[config.mk]
export PLATFORM = sky130hd
export DESIGN_NAME = bci_top
export DESIGN_NICKNAME = d
export VERILOG_FILES = /design/src/bci_pkg.sv /design/src/bci_fmt.sv /design/src/bci_top.sv
export SDC_FILE = /design/constraint.sdc
export NUM_CORES = 1
export LEC_CHECK = 0
export BUFFER_PORTS_ARGS = -buffer_cell sky130_fd_sc_hd__buf_2
export CORE_AREA = 2 2 140 142
export DETAILED_ROUTE_END_ITERATION = 6
export DIE_AREA = 0 0 142 144
export PLACE_DENSITY = 0.92
export SLEW_MARGIN = 10
export SYNTH_ARGS = -nofsm -noshare
export SYNTH_HDL_FRONTEND = slang
export SYNTH_SLANG_ARGS = --single-unit
[constraint.sdc]
create_clock -name clk_sys -period 11.3 [get_ports clk_sys]
set_input_delay 2.26 -clock clk_sys [delete_from_list [all_inputs] [get_ports clk_sys]]
set_output_delay 2.26 -clock clk_sys [all_outputs]
set_load 0.03 [all_outputs]
[src/bci_pkg.sv]
// Package for the bus command interpreter: settings layout, reset defaults,
// listener/talker addressing bytes, command characters and register offsets.
// Assumes bytes arrive already handshaken from an IEEE-488 bus front end.
package bci_pkg;

    // Active and staged instrument settings
    typedef struct packed {
        logic [1:0] res;    // Display resolution option
        logic       damp;   // Filter damping
        logic       filt;   // Master filter enable
        logic       afilt;  // Analog filter
        logic [1:0] dfilt;  // Digital filter response
        logic [2:0] rng;    // Manual range, 1 = 3mV .. 5 = 30V
        logic       autor;  // Auto-ranging enabled
        logic [1:0] integ;  // Integration rate
        logic       rel;    // Reading relative enabled
    } bci_set_t;

    // Result of applying one command to the staged settings
    typedef struct packed {
        logic     ok;
        bci_set_t set;
    } bci_app_t;

    // Reading from the measurement side, BCD digits, most significant first
    typedef struct packed {
        logic        neg;
        logic [27:0] mant;
        logic        exp_neg;
        logic [7:0]  expo;
    } bci_rdg_t;

    localparam bci_set_t SET_RST = '{res: 2'h1, damp: 1'h0, filt: 1'h1, afilt: 1'h0, dfilt: 2'h2,
                                     rng: 3'h5, autor: 1'h0, integ: 2'h0, rel: 1'h0};
    localparam logic [4:0] PA_RST = 5'h07;
    localparam logic [4:0] PA_MAX = 5'h1E;

    // Bus addressing bytes, seven bits
    localparam logic [6:0] LAD_BASE = 7'h20;
    localparam logic [6:0] TAD_BASE = 7'h40;
    localparam logic [6:0] UNL      = 7'h3F;
    localparam logic [6:0] UNT      = 7'h5F;

    // Command and reading string characters
    localparam logic [7:0] CH_EXEC  = 8'h58;
    localparam logic [7:0] CH_B     = 8'h42;
    localparam logic [7:0] CH_D     = 8'h44;
    localparam logic [7:0] CH_N     = 8'h4E;
    localparam logic [7:0] CH_O     = 8'h4F;
    localparam logic [7:0] CH_P     = 8'h50;
    localparam logic [7:0] CH_R     = 8'h52;
    localparam logic [7:0] CH_S     = 8'h53;
    localparam logic [7:0] CH_Z     = 8'h5A;
    localparam logic [7:0] CH_COMMA = 8'h2C;
    localparam logic [7:0] CH_PLUS  = 8'h2B;
    localparam logic [7:0] CH_MINUS = 8'h2D;
    localparam logic [7:0] CH_SPACE = 8'h20;
    localparam logic [7:0] CH_ZERO  = 8'h30;
    localparam logic [7:0] CH_DOT   = 8'h2E;
    localparam logic [7:0] CH_E     = 8'h45;
    localparam logic [7:0] CH_C     = 8'h43;
    localparam logic [7:0] CH_V     = 8'h56;
    localparam logic [7:0] CH_CR    = 8'h0D;
    localparam logic [7:0] CH_LF    = 8'h0A;

    // Reading string length: NDCV s d . dddddd E s ee CR LF
    localparam logic [4:0] STR_LEN  = 5'h13;

    // Register offsets
    localparam logic [3:0] REG_ADDR   = 4'h0;
    localparam logic [3:0] REG_SET    = 4'h1;
    localparam logic [3:0] REG_STATUS = 4'h2;
    localparam logic [3:0] REG_REL    = 4'h3;

    // Status register bit positions
    localparam int ST_LISTEN = 0;
    localparam int ST_TALK   = 1;
    localparam int ST_ERR    = 2;

endpackage

[src/bci_fmt.sv]
// Reading string formatter: emits one reading as ASCII bytes on a
// valid/ready stream. Assumes the reading input is valid in the start cycle.
`timescale 1ns/100ps
`default_nettype none

module bci_fmt (
    input  wire logic            clk_sys,
    input  wire logic            rst_n,
    input  wire logic            start,
    input  wire bci_pkg::bci_rdg_t rdg,
    output logic                 tx_valid,
    input  wire logic            tx_ready,
    output logic [7:0]           tx_data
);

    logic [4:0]        idx_q;
    logic              busy_q;
    bci_pkg::bci_rdg_t rdg_q;

    function automatic logic [7:0] bcd_char(input logic [3:0] d);
        bcd_char = bci_pkg::CH_ZERO | {4'h0, d};
    endfunction

    // Latch the reading at start so the string is self-consistent
    always_ff @(posedge clk_sys or negedge rst_n) begin
        if (!rst_n) begin
            busy_q <= 1'h0;
            idx_q  <= 5'h00;
            rdg_q  <= '0;
        end else if (start) begin
            busy_q <= 1'h1;
            idx_q  <= 5'h00;
            rdg_q  <= rdg;
        end else if (busy_q && tx_ready) begin
            idx_q  <= idx_q + 5'h01;
            busy_q <= (idx_q != bci_pkg::STR_LEN - 5'h01);
        end
    end

    // Character selection, prefix then signed mantissa and exponent
    always_comb begin
        case (idx_q)
            5'h00: tx_data = bci_pkg::CH_N; // RULE10
            5'h01: tx_data = bci_pkg::CH_D;
            5'h02: tx_data = bci_pkg::CH_C;
            5'h03: tx_data = bci_pkg::CH_V;
            5'h04: tx_data = rdg_q.neg ? bci_pkg::CH_MINUS : bci_pkg::CH_PLUS;
            5'h05: tx_data = bcd_char(rdg_q.mant[27:24]);
            5'h06: tx_data = bci_pkg::CH_DOT;
            5'h07: tx_data = bcd_char(rdg_q.mant[23:20]);
            5'h08: tx_data = bcd_char(rdg_q.mant[19:16]);
            5'h09: tx_data = bcd_char(rdg_q.mant[15:12]);
            5'h0A: tx_data = bcd_char(rdg_q.mant[11:8]);
            5'h0B: tx_data = bcd_char(rdg_q.mant[7:4]);
            5'h0C: tx_data = bcd_char(rdg_q.mant[3:0]);
            5'h0D: tx_data = bci_pkg::CH_E;
            5'h0E: tx_data = rdg_q.exp_neg ? bci_pkg::CH_MINUS : bci_pkg::CH_PLUS;
            5'h0F: tx_data = bcd_char(rdg_q.expo[7:4]);
            5'h10: tx_data = bcd_char(rdg_q.expo[3:0]);
            5'h11: tx_data = bci_pkg::CH_CR;
            default: tx_data = bci_pkg::CH_LF;
        endcase
    end

    assign tx_valid = busy_q;

    a_str_prefix: assert property (@(posedge clk_sys) disable iff (!rst_n) // RULE10
        start |=> (tx_valid && tx_data == bci_pkg::CH_N))
        else $error("reading string does not open with its prefix");

endmodule

`default_nettype wire

[src/bci_top.sv]
// Bus command interpreter: listens for its primary address, parses command
// strings into staged settings, applies them on the execute character and
// talks a reading string when addressed to talk.
// Assumes rx bytes are one-cycle pulses from an IEEE-488 handshake front end.
// How it works
// RULE1: Received commands only take effect when the execute character arrives; the Z2 value reaches rel_value as soon as its field ends.
// RULE2: Several commands in one string all apply at the execute character.
// RULE3: Resolution option 0..3 selects 5.5, 6.5, 3.5, 4.5 digits.
// RULE4: Damping, master, analog filter on/off; digital filter off/fast/medium/high.
// RULE5: Range options 1..5 pick 3mV to 30V; 6 and 7 do nothing.
// RULE6: Range 0 enables auto-range; 8 cancels it, keeping the present range.
// RULE7: Relative off, on, comma value, or on with the held value.
// RULE8: Power-up settings are the documented factory defaults.
// RULE9: Respond only at primary address 0..30, default 7.
// RULE10: A talk request returns prefix, signed mantissa and exponent as ASCII.
// RULE11: Commands in one string apply in arrival order; later ones win.
// RULE12: Unknown letters or options are rejected and leave settings unchanged.
`timescale 1ns/100ps
`default_nettype none

module bci_top (
    input  wire logic              clk_sys,
    input  wire logic              rst_n,
    input  wire logic              rx_valid,
    input  wire logic              rx_atn,
    input  wire logic [7:0]        rx_data,
    output logic                   tx_valid,
    input  wire logic              tx_ready,
    output logic [7:0]             tx_data,
    input  wire bci_pkg::bci_rdg_t rdg,
    input  wire logic [2:0]        present_rng,
    output bci_pkg::bci_set_t      settings,
    output logic signed [31:0]     rel_value,
    input  wire logic [3:0]        reg_addr,
    input  wire logic [31:0]       reg_wdata,
    input  wire logic              reg_wr,
    input  wire logic              reg_rd,
    output logic [31:0]            reg_rdata
);

    typedef enum {BCI_CMD, BCI_OPT, BCI_COMMA, BCI_VAL} bci_st_t;

    bci_st_t            st_q;
    bci_pkg::bci_set_t  active_q;
    bci_pkg::bci_set_t  stage_q;
    bci_pkg::bci_app_t  app;
    logic [7:0]         cmd_q;
    logic [7:0]         ch;
    logic [4:0]         pa_q;
    logic               listen_q;
    logic               talk_q;
    logic               start_q;
    logic               err_q;
    logic               seen_q;
    logic signed [31:0] rel_q;
    logic signed [31:0] acc_q;
    logic               acc_neg_q;
    logic               acc_any_q;
    logic signed [31:0] acc_final;
    logic               data_take;
    logic               cmd_char;
    logic               bad_evt;
    logic               fmt_valid;
    logic [31:0]        rdata_q;

    function automatic logic is_digit(input logic [7:0] c);
        is_digit = (c >= bci_pkg::CH_ZERO) && (c <= 8'h39);
    endfunction

    function automatic logic is_letter(input logic [7:0] c);
        is_letter = (c >= 8'h41) && (c <= 8'h5A);
    endfunction

    // Apply one command letter and option digit to a settings copy
    function automatic bci_pkg::bci_app_t apply(input bci_pkg::bci_set_t s, input logic [7:0] c,
                                                input logic [3:0] d, input logic [2:0] pr);
        apply.ok  = 1'h1;
        apply.set = s;
        case (c)
            bci_pkg::CH_B: if (d <= 4'h3) apply.set.res = d[1:0]; else apply.ok = 1'h0; // RULE3
            bci_pkg::CH_D: if (d <= 4'h1) apply.set.damp = d[0]; else apply.ok = 1'h0; // RULE4
            bci_pkg::CH_N: if (d <= 4'h1) apply.set.filt = d[0]; else apply.ok = 1'h0; // RULE4
            bci_pkg::CH_O: if (d <= 4'h1) apply.set.afilt = d[0]; else apply.ok = 1'h0; // RULE4
            bci_pkg::CH_P: if (d <= 4'h3) apply.set.dfilt = d[1:0]; else apply.ok = 1'h0; // RULE4
            bci_pkg::CH_S: if (d <= 4'h2) apply.set.integ = d[1:0]; else apply.ok = 1'h0;
            bci_pkg::CH_R: begin
                if (d == 4'h0) begin
                    apply.set.autor = 1'h1; // RULE6
                end else if (d <= 4'h5) begin
                    apply.set.rng   = d[2:0]; // RULE5
                    apply.set.autor = 1'h0;
                end else if (d == 4'h8) begin
                    apply.set.rng   = pr; // RULE6
                    apply.set.autor = 1'h0;
                end else if (d > 4'h8) begin
                    apply.ok = 1'h0; // Options 6 and 7 pass as no-ops
                end
            end
            bci_pkg::CH_Z: begin
                if (d == 4'h0 || d == 4'h1 || d == 4'h3) apply.set.rel = (d != 4'h0); // RULE7
                else if (d != 4'h2) apply.ok = 1'h0;
            end
            default: apply.ok = 1'h0; // RULE12
        endcase
    endfunction

    // Upper-case letters so lower-case commands are accepted too
    assign ch        = is_letter(rx_data & 8'hDF) ? (rx_data & 8'hDF) : rx_data;
    assign data_take = rx_valid && !rx_atn && listen_q;
    assign cmd_char  = (st_q == BCI_CMD) ||
                       (st_q == BCI_VAL && !is_digit(ch) && ch != bci_pkg::CH_PLUS && ch != bci_pkg::CH_MINUS);
    assign app       = apply(stage_q, cmd_q, rx_data[3:0], present_rng);
    assign acc_final = acc_neg_q ? -acc_q : acc_q;

    // Error event: unknown letter, bad option or malformed value
    always_comb begin
        bad_evt = 1'h0;
        if (data_take) begin
            if (cmd_char)
                bad_evt = !is_letter(ch) && ch != bci_pkg::CH_SPACE && !(st_q == BCI_VAL && ch == bci_pkg::CH_EXEC);
            else if (st_q == BCI_OPT)
                bad_evt = !is_digit(rx_data) || !app.ok;
            else if (st_q == BCI_COMMA)
                bad_evt = (rx_data != bci_pkg::CH_COMMA);
        end
    end

    // Listener/talker addressing; other devices' talk addresses untalk us
    always_ff @(posedge clk_sys or negedge rst_n) begin
        if (!rst_n) begin
            listen_q <= 1'h0;
            talk_q   <= 1'h0;
            start_q  <= 1'h0;
        end else begin
            start_q <= 1'h0;
            if (rx_valid && rx_atn) begin
                if (rx_data[6:0] == (bci_pkg::LAD_BASE | {2'h0, pa_q})) listen_q <= 1'h1; // RULE9
                else if (rx_data[6:0] == bci_pkg::UNL) listen_q <= 1'h0;
                if (rx_data[6:0] == (bci_pkg::TAD_BASE | {2'h0, pa_q})) begin
                    talk_q  <= 1'h1; // RULE9
                    start_q <= 1'h1;
                end else if (rx_data[6:5] == 2'h2) begin
                    talk_q <= 1'h0; // Covers UNT and other talkers
                end
            end
        end
    end

    // Command parsing into the staged copy; execute copies it to active
    always_ff @(posedge clk_sys or negedge rst_n) begin
        if (!rst_n) begin
            st_q      <= BCI_CMD;
            cmd_q     <= 8'h00;
            stage_q   <= bci_pkg::SET_RST; // RULE8
            active_q  <= bci_pkg::SET_RST; // RULE8
            rel_q     <= 32'sh0;
            acc_q     <= 32'sh0;
            acc_neg_q <= 1'h0;
            acc_any_q <= 1'h0;
        end else if (data_take) begin
            if (cmd_char) begin
                // Leaving a value field stores it; leaving on a letter or the execute character also turns relative on
                if (st_q == BCI_VAL && acc_any_q) begin
                    rel_q <= acc_final;
                end
                if (ch == bci_pkg::CH_EXEC) begin
                    active_q <= stage_q; // RULE1 RULE2
                    if (st_q == BCI_VAL && acc_any_q) begin
                        active_q.rel <= 1'h1;
                        stage_q.rel  <= 1'h1;
                    end
                    st_q <= BCI_CMD;
                end else if (is_letter(ch)) begin
                    if (st_q == BCI_VAL && acc_any_q) stage_q.rel <= 1'h1;
                    cmd_q <= ch;
                    st_q  <= BCI_OPT;
                end else begin
                    st_q <= BCI_CMD; // Spaces skipped, junk dropped
                end
            end else if (st_q == BCI_OPT) begin
                if (is_digit(rx_data) && app.ok) begin
                    stage_q <= app.set; // RULE11
                end
                st_q <= (cmd_q == bci_pkg::CH_Z && rx_data == 8'h32 && !bad_evt) ? BCI_COMMA : BCI_CMD;
            end else if (st_q == BCI_COMMA) begin
                acc_q     <= 32'sh0;
                acc_neg_q <= 1'h0;
                acc_any_q <= 1'h0;
                st_q      <= bad_evt ? BCI_CMD : BCI_VAL;
            end else begin
                if (is_digit(ch)) begin
                    acc_q     <= 32'(acc_q * 10) + {28'h0, ch[3:0]};
                    acc_any_q <= 1'h1;
                end else if (ch == bci_pkg::CH_MINUS) begin
                    acc_neg_q <= 1'h1;
                end
            end
        end
    end

    // Sticky error flag; a new error wins over a software clear
    always_ff @(posedge clk_sys or negedge rst_n) begin
        if (!rst_n) begin
            err_q <= 1'h0;
        end else if (bad_evt) begin
            err_q <= 1'h1; // RULE12
        end else if (reg_wr && reg_addr == bci_pkg::REG_STATUS && reg_wdata[bci_pkg::ST_ERR]) begin
            err_q <= 1'h0;
        end
    end

    // Primary address; out-of-range writes are ignored
    always_ff @(posedge clk_sys or negedge rst_n) begin
        if (!rst_n) begin
            pa_q <= bci_pkg::PA_RST; // RULE9
        end else if (reg_wr && reg_addr == bci_pkg::REG_ADDR && reg_wdata[31:5] == 27'h0
                     && reg_wdata[4:0] <= bci_pkg::PA_MAX) begin
            pa_q <= reg_wdata[4:0]; // RULE9
        end
    end

    // Read data stands only in the cycle after the strobe
    always_ff @(posedge clk_sys or negedge rst_n) begin
        if (!rst_n) begin
            rdata_q <= 32'h0;
        end else if (reg_rd) begin
            case (reg_addr)
                bci_pkg::REG_ADDR:   rdata_q <= {27'h0, pa_q};
                bci_pkg::REG_SET:    rdata_q <= {18'h0, active_q};
                bci_pkg::REG_STATUS: rdata_q <= {29'h0, err_q, talk_q, listen_q};
                bci_pkg::REG_REL:    rdata_q <= rel_q;
                default:             rdata_q <= 32'h0;
            endcase
        end else begin
            rdata_q <= 32'h0;
        end
    end

    // Reading output only while addressed to talk and the bus is in data mode
    bci_fmt u_fmt (
        .clk_sys  (clk_sys),
        .rst_n    (rst_n),
        .start    (start_q),
        .rdg      (rdg),
        .tx_valid (fmt_valid),
        .tx_ready (tx_ready && talk_q && !rx_atn),
        .tx_data  (tx_data)
    );

    assign tx_valid  = fmt_valid && talk_q && !rx_atn; // RULE10
    assign settings  = active_q;
    assign rel_value = rel_q;
    assign reg_rdata = rdata_q;

    // Marks the first cycle after reset release, for the default check
    always_ff @(posedge clk_sys or negedge rst_n) begin
        if (!rst_n) seen_q <= 1'h0;
        else seen_q <= 1'h1;
    end

    a_power_defaults: assert property (@(posedge clk_sys) disable iff (!rst_n) // RULE8
        !seen_q |-> (active_q == bci_pkg::SET_RST && pa_q == bci_pkg::PA_RST))
        else $error("settings differ from defaults after reset");
    a_hold_until_exec: assert property (@(posedge clk_sys) disable iff (!rst_n) // RULE1
        (!data_take || ch != bci_pkg::CH_EXEC) |=> active_q == $past(active_q))
        else $error("settings changed without execute");
    a_exec_commit: assert property (@(posedge clk_sys) disable iff (!rst_n) // RULE2
        (data_take && ch == bci_pkg::CH_EXEC && st_q == BCI_CMD) |=> active_q == $past(stage_q))
        else $error("execute did not apply staged commands");
    a_res_decode: assert property (@(posedge clk_sys) disable iff (!rst_n) // RULE3
        (data_take && st_q == BCI_OPT && cmd_q == bci_pkg::CH_B && rx_data == 8'h33) |=> stage_q.res == 2'h3)
        else $error("resolution option not decoded");
    a_filter_decode: assert property (@(posedge clk_sys) disable iff (!rst_n) // RULE4
        (data_take && st_q == BCI_OPT && cmd_q == bci_pkg::CH_P && rx_data == 8'h31) |=> stage_q.dfilt == 2'h1)
        else $error("digital filter option not decoded");
    a_range_manual: assert property (@(posedge clk_sys) disable iff (!rst_n) // RULE5
        (data_take && st_q == BCI_OPT && cmd_q == bci_pkg::CH_R && rx_data == 8'h34)
        |=> (stage_q.rng == 3'h4 && !stage_q.autor))
        else $error("manual range not selected");
    a_range_hold: assert property (@(posedge clk_sys) disable iff (!rst_n) // RULE6
        (data_take && st_q == BCI_OPT && cmd_q == bci_pkg::CH_R && rx_data == 8'h38)
        |=> (stage_q.rng == $past(present_rng) && !stage_q.autor))
        else $error("auto-range cancel did not keep present range");
    a_rel_decode: assert property (@(posedge clk_sys) disable iff (!rst_n) // RULE7
        (data_take && st_q == BCI_OPT && cmd_q == bci_pkg::CH_Z && rx_data == 8'h30) |=> !stage_q.rel)
        else $error("relative off not decoded");
    a_rel_value: assert property (@(posedge clk_sys) disable iff (!rst_n) // RULE7
        (data_take && st_q == BCI_VAL && acc_any_q && cmd_char) |=> rel_q == $past(acc_final))
        else $error("comma value not stored");
    a_range_noop: assert property (@(posedge clk_sys) disable iff (!rst_n) // RULE5
        (data_take && st_q == BCI_OPT && cmd_q == bci_pkg::CH_R && rx_data == 8'h36) |=> stage_q == $past(stage_q))
        else $error("range option 6 changed settings");
    a_bad_rejected: assert property (@(posedge clk_sys) disable iff (!rst_n) // RULE12
        (data_take && st_q == BCI_OPT && cmd_q == bci_pkg::CH_B && rx_data == 8'h37)
        |=> (stage_q == $past(stage_q) && err_q))
        else $error("bad option altered settings");
    a_talk_address: assert property (@(posedge clk_sys) disable iff (!rst_n) // RULE9
        $rose(talk_q) |-> $past(rx_valid && rx_atn && rx_data[6:0] == (bci_pkg::TAD_BASE | {2'h0, pa_q})))
        else $error("talker entered at a foreign address");

endmodule

`default_nettype wire

# Word-level counts from Yosys, hierarchy flattened
# Index checks and enable logic that the tools add are counted.
[word_totals] register_bits=219 latch_bits=0 ram_bits=0 romBits=0 in_bits=92 output_inout_bits=87 wordCells=241 memories=0
[classes] n_addsub=3 multipliers=1 div_mod_pow=0 order_cmp=14 eq_ne=49 n_shift=0 muxes=58 bitwise_logic=4 n_reduce_logical=76
[ops] operator="$mux W32" count=7
[ops] operator="$pmux W8 S18" count=1
[ops] operator="$pmux W32 S4" count=1
[ops] operator="$eq A8 B7 Y1 const B" count=9
[ops] operator="$eq A32 B3 Y1 const B" count=2
[ops] operator="$reduce_and A6 Y1" count=8
[ops] operator="$eq A5 B4 Y1 const B" count=8
[ops] operator="$mux W1" count=39
[ops] operator="$add A32 B4 Y32" count=1
[ops] operator="$eq A32 B2 Y1 const B" count=1
[ops] operator="$logic_not A32 Y1" count=1
[ops] operator="$mul A32 B4 Y31 const B" count=1
[ops] operator="$ne A8 B6 Y1 const B" count=4
[ops] operator="$neg A32 Y32" count=1
[ops] operator="$logic_and A1 B1 Y1" count=27
[ops] operator="$logic_not A27 Y1" count=1
[ops] operator="$reduce_bool A2 Y1" count=11
[ops] operator="$eq A5 B3 Y1 const B" count=4
[ops] operator="$eq A8 B6 Y1 const B" count=2
[ops] operator="$ge A8 B6 Y1 const B" count=2
[ops] operator="$ge A8 B7 Y1 const B" count=2
[ops] operator="$le A8 B6 Y1 const B" count=2
[ops] operator="$le A8 B7 Y1 const B" count=2
[ops] operator="$eq A4 B2 Y1 const B" count=3
[ops] operator="39 further kinds" count=65

# Depth between registers and ports, before layout
# Gate-level depths: netlist of run 1.
[depth] word_depth=17 mapped_depth=12 depth_no_buf=12

# Cells and area by module
# Synthesis of run 1 repeated with hierarchy kept, for this count alone.
[unflattened] hier_cells=1210 area_unflattened_um2=11788.8
[modules_own_cells] mod="bci_top" n_inst=1 cells_per_inst=984 area_per_inst_um2=9356.5 seq_area_each_um2=3644.7
[modules_own_cells] mod="bci_fmt" n_inst=1 cells_per_inst=226 area_per_inst_um2=2432.3 seq_area_each_um2=1101.1

# Worst setup path before layout of run 1
# No wires, ideal clock.
[synth_timing] path_kind="input-to-output" start="in rx_atn" end="out tx_valid" t_arrival_ns=2.692 t_required_ns=9.040 slack_ns=6.348 stages=1 path_cell_list="nor2_1"
[synth_via] elab_chain_cells=2
[synth_rtl] element="from (decl)" line="bci_top.sv:25" source="input wire logic rx_atn,"
[synth_rtl] element="$logic_not A1 Y1" line="bci_top.sv:250" source="assign tx_valid = fmt_valid && talk_q && !rx_atn;"
[synth_rtl] element="$logic_and A1 B1 Y1" line="bci_top.sv:250"
[synth_rtl] element="to (decl)" line="bci_top.sv:27" source="output logic tx_valid,"
# Every way passes these cells.

# Worst setup path after layout of run 1
[layout_timing] start="reg u_fmt.idx_q[0]" end="out tx_data[1]"
[layout_via] elab_chain_cells=2 elab_cells_between_ends=19 classes_between="eq/ne: 17; mux: 1; reduce/logical: 1"
[layout_rtl] element="from (decl)" line="bci_fmt.sv:16" source="logic [4:0] idx_q;"
[layout_rtl] element="from (signal assigned)" line="bci_fmt.sv:35" source="idx_q <= idx_q + 5'h01;"
[layout_rtl] element="$eq A5 B5 Y1 (tied with other cells)" line="bci_fmt.sv:42" source="case (idx_q)"
[layout_rtl] element="$pmux W8 S18 (*)" line="bci_fmt.sv:42"
[layout_rtl] element="to (decl)" line="bci_top.sv:29" source="output logic [7:0] tx_data,"
# Every way passes the cells marked *; elsewhere a longest branch is shown, timed or not.

==> impl_results.md, run 1 <==
* R2r worst-path depth at 12
* Clk slew on worst S/H paths at 0.07 ns
* Critical path depth at 10
* Sw Share at 25.2%
* Worst Path Required at 9.04 ns
* CP endpoint: tx_data[1]
* Final wirelength at 30,800 um
* Number of global-route vias before repair at 9,892
* Total I/O pin count at 179
* Area growth from synthesis to layout at 14.0%
* # rows at 51
* Crit path capture type: primary output
* Final setup viols at 0
* Kind of critical path: reg2out
* Leakage power at 0.00655 uW
* Int Pwr at 1040 uW
* Max stage delay cell, worst path: nor2b_1
* Period utilisation layout at 48.7%
* Vias at 10,258
* Buffers on Ports at 177
* WHS at 0.494 ns
* Synth Register Bits at 189
* Critical path launch point: u_fmt.idx_q[0]
* Clk_lat worst skew at 0.44 ns
* Hold-fix buffers, CTS at 0
* Die H at 144 um
* Wirelength per Cell at 19.3 um
* Synthesized instance count at 1,197
* Hold Vio Cnt, Final at 0
* Post-synth EDFFs at 0
* Max Root-Sink Buffers at 2
* Critical Path Start Type: register
* Vias per Instance at 6.44
* Worst IR Drop VDD at 122 uV
* Number of synthesis warnings at 0
* Initial DRC Count at 1,071
* Skew final at 0.00795 ns
* Sequential area share after synthesis at 40.9%
* CP Max Fanout at 10
* Min cycle time layout at 5.50 ns
* CP delay by family, top: compound AO/OA/AOI/OAI gates
* Overall Global Routing Usage at 30.3%
* Power share of the combinational group at 7.0%
* Clock root buffer: clkbuf_16
* Share of layout cells above drive strength 1 at 24.0%
* First-pass GRT wire length at 49,600 um
* Ys flop type: dfrtp_1
* Worst path arrival time at 3.24 ns
* Pins Over Slew Limit at 0
* Post-CTS Resized at 0
* Detailed Place HPWL at 22,500 um
* Slew headroom at 34.5%
* TritonCTS buffer count at 17
* HP Start: cmd_q[6]
* Sequential Power Share at 50.7%
* Antenna Nets Post-Route at 0
* Post-synthesis cell area at 0.0116 sq mm
* RePlAce Congestion at 1.01
* Status: finished, violations left
* RSZ-0062 raised after global routing: no
* Violated checks: design-rule violations
* Post-CTS setup buffer count at 0
* Slowest stage delay, CP at 0.61 ns
* Sink Count at 189
* Drt first pass iters at 7
* CORE AREA at 0.0191 sq mm
* Mean Syn Cell Area at 9.70 sq um
* Net Sw Power at 350 uW
* Nets@finish at 1,501
* H-tree levels at 4
* Clock share of power at 42.3%
* Inserted Diodes at 0
* Buf/Inv on CP at 2
* Power Density at 105 mW/mm^2
* RR Endpoint: acc_q[30]
* Initial Util at 60.8%
* CP Cell Sequence: inv_1 -> ha_1 -> nor2b_1 -> nand2_1 -> o21a_1 -> o211a_1 -> o22ai_1 -> a21oi_1 -> a211o_1 -> buf_2
* Die area at 0.0204 sq mm
* Post-Synthesis Net Count at 1,355
* Number of antenna violations at the first check in global routing at 0
* DIE WIDTH at 142 um
* Count of cell types in the netlist at 84
* Min-Delay Path Class: reg2reg
* R2R Path Start: acc_q[1]
* Max_cap viols at 0
* FF-to-FF setup slack at 6.89 ns
* Ys async rst share at 100%
* TNS Setup at 0 ns
* Worst-margin pin slew at 0.982 ns
* Commonest cells after routing, fill and taps aside: dfrtp_1, buf_2, nor2_1
* # DRC at 41
* Largest net degree at the start of global routing at 111
* CTS tree: yes
* Max Clk Rate at 182 MHz
* GRT Residual Overflow at 0
synthesized netlist by cell type (all sizes together) (13+ instances only):
| cell type | number | area [sq um] |
|---|---|---|
| a21oi | 73 | 365 |
| and2 | 21 | 131 |
| and3 | 16 | 100 |
| clkbuf | 48 | 180 |
| dfrtp | 176 | 4400 |
| dfstp | 13 | 342 |
| ha | 64 | 801 |
| inv | 22 | 82.6 |
| mux2 | 77 | 867 |
| mux2i | 17 | 170 |
| nand2 | 103 | 387 |
| nand3 | 31 | 155 |
| nand4 | 15 | 100 |
| nor2 | 106 | 398 |
| nor2b | 18 | 113 |
| nor3 | 19 | 105 |
| nor4 | 21 | 150 |
| o211ai | 14 | 105 |
| o21ai | 75 | 375 |
| o31ai | 13 | 116 |
| xnor2 | 33 | 289 |
| xor2 | 51 | 447 |
power by group through the flow:
stage | Combinational [uW] | Sequential (uW) | Clock, uW
2_1_floorplan | 57.1 | 706 | 0
3_3_place_gp | 91.6 | 714 | 0
3_5_place_dp | 95.5 | 715 | 0
4_1_cts | 96.3 | 702 | 593
5_1_grt | 107 | 704 | 617
6_report | 97.2 | 703 | 587
per-layer routing:
layer  track usage [%]  part of all wire, %
met4              13.3                  3.8
met1              39.3                   41
met3              5.83                  7.8
met2              49.9                   47
met5                 0                    0
final cells by class:
cell class              count  area [sq um]
well taps                 238           298
repair buffers            185           955
clock buffers              17           425
clock inverters            15           160
inverters                  22          82.6
multi-input cells         928          6560
flip-flops and latches    189          4750
fillers                  1308          5850
how the worst min path moves through the flow:
stage | end | slack [ns] | cells after the start
2_1_floorplan | cmd_q[6] | 0.45 | 1
4_1_cts | cmd_q[6] | 0.50 | 1
6_report | cmd_q[6] | 0.49 | 1
5_1_grt | cmd_q[6] | 0.52 | 1
3_3_place_gp | cmd_q[6] | 0.48 | 1
3_5_place_dp | cmd_q[6] | 0.48 | 1
cells by family after synthesis:
kind of cell,Yosys count,synth area share [%]
AO/OA/AOI/OAI,276,15.5
flip-flops,189,40.9
XOR/XNOR,84,6.34
multiplexers,97,9.52
other,1,0.0323
buffers and inverters,80,2.65
adder cells (fa/ha/maj),66,7.24
AND/OR/NAND/NOR,404,17.8
flip-flops by register name (all words and copies together), names as in the netlist:
| register | cells |
|---|---|
| acc_any_q | 1 |
| acc_neg_q | 1 |
| acc_q | 32 |
| cmd_q | 8 |
| err_q | 1 |
| listen_q | 1 |
| pa_q | 5 |
| reg_rdata | 32 |
| rel_value | 32 |
| settings | 14 |
| st_q | 2 |
| stage_q | 14 |
| start_q | 1 |
| talk_q | 1 |
| u_fmt.idx_q | 5 |
| u_fmt.rdg_q | 38 |
| u_fmt.tx_valid | 1 |
per-stage QoR:
stage	instance area [sq um]	total power (uW)	utilization, %	cells	worst slack [ns]
after floorplan	11600	763	-	1197	6.35
after global placement	12600	805	66.3	1562	6.10
after detailed placement	12600	810	66.3	1562	5.89
after CTS	13200	1390	69.3	1594	5.87
after global routing	13200	1430	69.3	1594	5.58
final	13200	1390	69.3	1594	5.80
Power figures use the tool's default switching activity.
==> run 2: changes to the inputs <==
--- a/config.mk
+++ b/config.mk
@@ -6,10 +6,10 @@
 export NUM_CORES = 1
 export LEC_CHECK = 0
 export BUFFER_PORTS_ARGS = -buffer_cell sky130_fd_sc_hd__buf_2
-export CORE_AREA = 2 2 140 142
+export CORE_AREA = 2 2 145 147
 export DETAILED_ROUTE_END_ITERATION = 6
-export DIE_AREA = 0 0 142 144
-export PLACE_DENSITY = 0.92
+export DIE_AREA = 0 0 147 149
+export PLACE_DENSITY = 0.87
 export SLEW_MARGIN = 10
 export SYNTH_ARGS = -nofsm -noshare
 export SYNTH_HDL_FRONTEND = slang
==> constraint.sdc (replaced) <==
create_clock -name clk_sys -period 5.2 [get_ports clk_sys]
set_input_delay 1.04 -clock clk_sys [delete_from_list [all_inputs] [get_ports clk_sys]]
set_output_delay 1.04 -clock clk_sys [all_outputs]
set_load 0.03 [all_outputs]
==> run 2 against run 1 <==
Net effect:
- the flow now finishes without violations
- critical path depth fell by 2
- cell count rose by 2.6%
- global-route usage fell by 1.9 points
- non-clock buffer count rose by 4
- largest cell class unchanged
- largest power group unchanged
==> impl_results.md, run 2 (synthesis gave the netlist of run 1 again) <==
* Status: finished, final reports clean
* Pre-CTS setup slack at 1.00 ns (-4.89 ns)
* Vias per Instance at 6.14 (-4.6%)
* Area growth from synthesis to layout at 15.2%
* Max stage delay cell, worst path: dfrtp_1
* Drt first pass iters at 5 (-2)
* CORE AREA at 0.0206 sq mm (+7.7%)
* Initial DRC Count at 768 (-28%)
* Leakage power at 0.00660 uW (+0.78%)
* Worst Path Required at 4.16 ns (-4.88 ns)
* Min-Delay Path Class: reg2reg
* Biggest register: u_fmt.rdg_q
* GRT Residual Overflow at 0 (unchanged)
* Crit path capture type: primary output
* Number of global-route vias before repair at 9,812 (-0.81%)
* Share of layout cells above drive strength 1 at 24.0% (about the same)
* Overall Global Routing Usage at 28.4% (-1.9 points)
* Die area at 0.0219 sq mm (+7.1%)
* Buffers on Ports at 177 (unchanged)
* # rows at 53 (+3.9%)
* Pins Over Slew Limit at 0 (unchanged)
* CP Max Fanout at 33 (+23)
* Total I/O pin count at 179 (unchanged)
* RePlAce Congestion at 0.929 (-7.9%)
* Hold-fix buffers, CTS at 0 (unchanged)
* Vias at 10,042 (-2.1%)
* Critical Path Start Type: register
* Slew headroom at 25.5% (-9.1 points)
* First-pass GRT wire length at 50,200 um (+1.2%)
* Power Density at 236 mW/mm^2 (+130%)
* Antenna Nets Post-Route at 0 (unchanged)
* Period utilisation layout at 83.3%
* Clock root buffer: clkbuf_16
* Skew final at 0.0104 ns (+0.00247 ns)
* Number of antenna violations at the first check in global routing at 0 (unchanged)
* Commonest cells after routing, fill and taps aside: dfrtp_1, buf_2, nor2_1
* Clk slew on worst S/H paths at 0.07 ns (about the same)
* Tot Pwr at 3160 uW (+130%)
* CP Cell Sequence: nor2_1 -> and3_1 -> nor3_1 -> o211a_1 -> o22ai_1 -> a21oi_1 -> nand4b_1 -> buf_2
* Final setup viols at 0 (unchanged)
* Slowest stage delay, CP at 0.99 ns (+0.38 ns)
* Post-CTS setup buffer count at 0 (unchanged)
* Max_cap viols at 0 (unchanged)
* Wirelength per Cell at 18.7 um (-3.3%)
* Max reg flops at 38 (unchanged)
* Sink Count at 189 (unchanged)
* TritonCTS buffer count at 17 (unchanged)
* Largest net degree at the start of global routing at 109 (-1.8%)
* Worst IR Drop VDD at 284 uV (+130%)
* CTS tree: yes
* H-tree levels at 4 (unchanged)
* Kind of critical path: reg2out
* Final wirelength at 30,500 um (-0.81%)
* # DRC at 0 (-100%)
* Max Root-Sink Buffers at 2 (unchanged)
* DIE WIDTH at 147 um (+3.5%)
* Max Clk Rate at 231 MHz
* Clk_lat worst skew at 0.44 ns (about the same)
* Final Util at 65.0% (-4.3 points)
* Min cycle time layout at 4.33 ns
* TNS Setup at 0 ns (unchanged)
* Min setup slack post-route at 0.869 ns (-4.93 ns)
* Worst-margin pin slew at 1.10 ns (+0.120 ns)
* Inserted Diodes at 0 (unchanged)
* Initial Util at 56.5% (-4.4 points)
* Worst path arrival time at 3.29 ns (+0.05 ns)
* RSZ-0062 raised after global routing: no
* Post-CTS Resized at 0 (unchanged)
* Die H at 149 um (+3.5%)
* Nets@finish at 1,505 (+0.27%)
* Detailed Place HPWL at 22,300 um (-1.1%)
* Hold Vio Cnt, Final at 0 (unchanged)
==> run 2: cell types whose count changed in the layout (fill, tap and decap cells not counted), sizes merged <==
cell | before | now
clkbuf | 18 | 23
bufinv | 1 | 5
clkinv | 8 | 3
buf | 184 | 188
inv | 27 | 23
==> run 2: area by class of cell <==
class                           instances  area, sq um
Fill cell                            1568         7190
Multi-Input combinational cell        928         6560
Sequential cell                       189         4750
Timing Repair Buffer                  189          985
Clock buffer                           22          464
Tap cell                              275          344
Clock inverter                         10          185
Inverter                               22         82.6
==> run 2: worst paths after layout <==
check                               start             to  slack (ns)  cells past startpoint
min                              cmd_q[6]       cmd_q[6]        0.49                      1
max in group asynchronous           rst_n  rel_value[13]        3.38                      2
min in group asynchronous           rst_n     stage_q[3]        0.72                      1
max reg2reg                      acc_q[1]      acc_q[27]        0.97                     12
min reg2reg                      cmd_q[6]       cmd_q[6]        0.49                      1
max                        u_fmt.idx_q[2]     tx_data[3]        0.87                      8
==> run 2: per-layer routing <==
layer | vias up | global-route usage, % | share of wire (%)
met3 | 77 | 5.11 | 7.7
met5 | - | 0 | 0
li1 | 4671 | - | -
met2 | 445 | 46.0 | 46
met1 | 4849 | 39.1 | 43
met4 | 0 | 9.47 | 2.8
==> run 2: critical path, delay by kind of cell, from the launching register on <==
kind	cells	cell delay [ns]
compound gates	3	0.54
buf+inv	1	0.21
flops	1	0.99
simple gates	4	1.12
==> run 2: through the flow <==
stage / cells / instance area (sq um) / hold WS (ns)
CTS: 1635 / 13400 / 0.496
global route: 1635 / 13400 / 0.510
global placement: 1603 / 12700 / 0.469
finish: 1635 / 13400 / 0.493
detailed placement: 1603 / 12700 / 0.480
floorplan: 1197 / 11600 / 0.446
==> run 2: power breakdown <==
| group | total, uW | switching (uW) | internal, uW |
|---|---|---|---|
| Combinational | 210 | 127 | 82.7 |
| Sequential | 1530 | 30.3 | 1500 |
| Clock | 1420 | 543 | 880 |
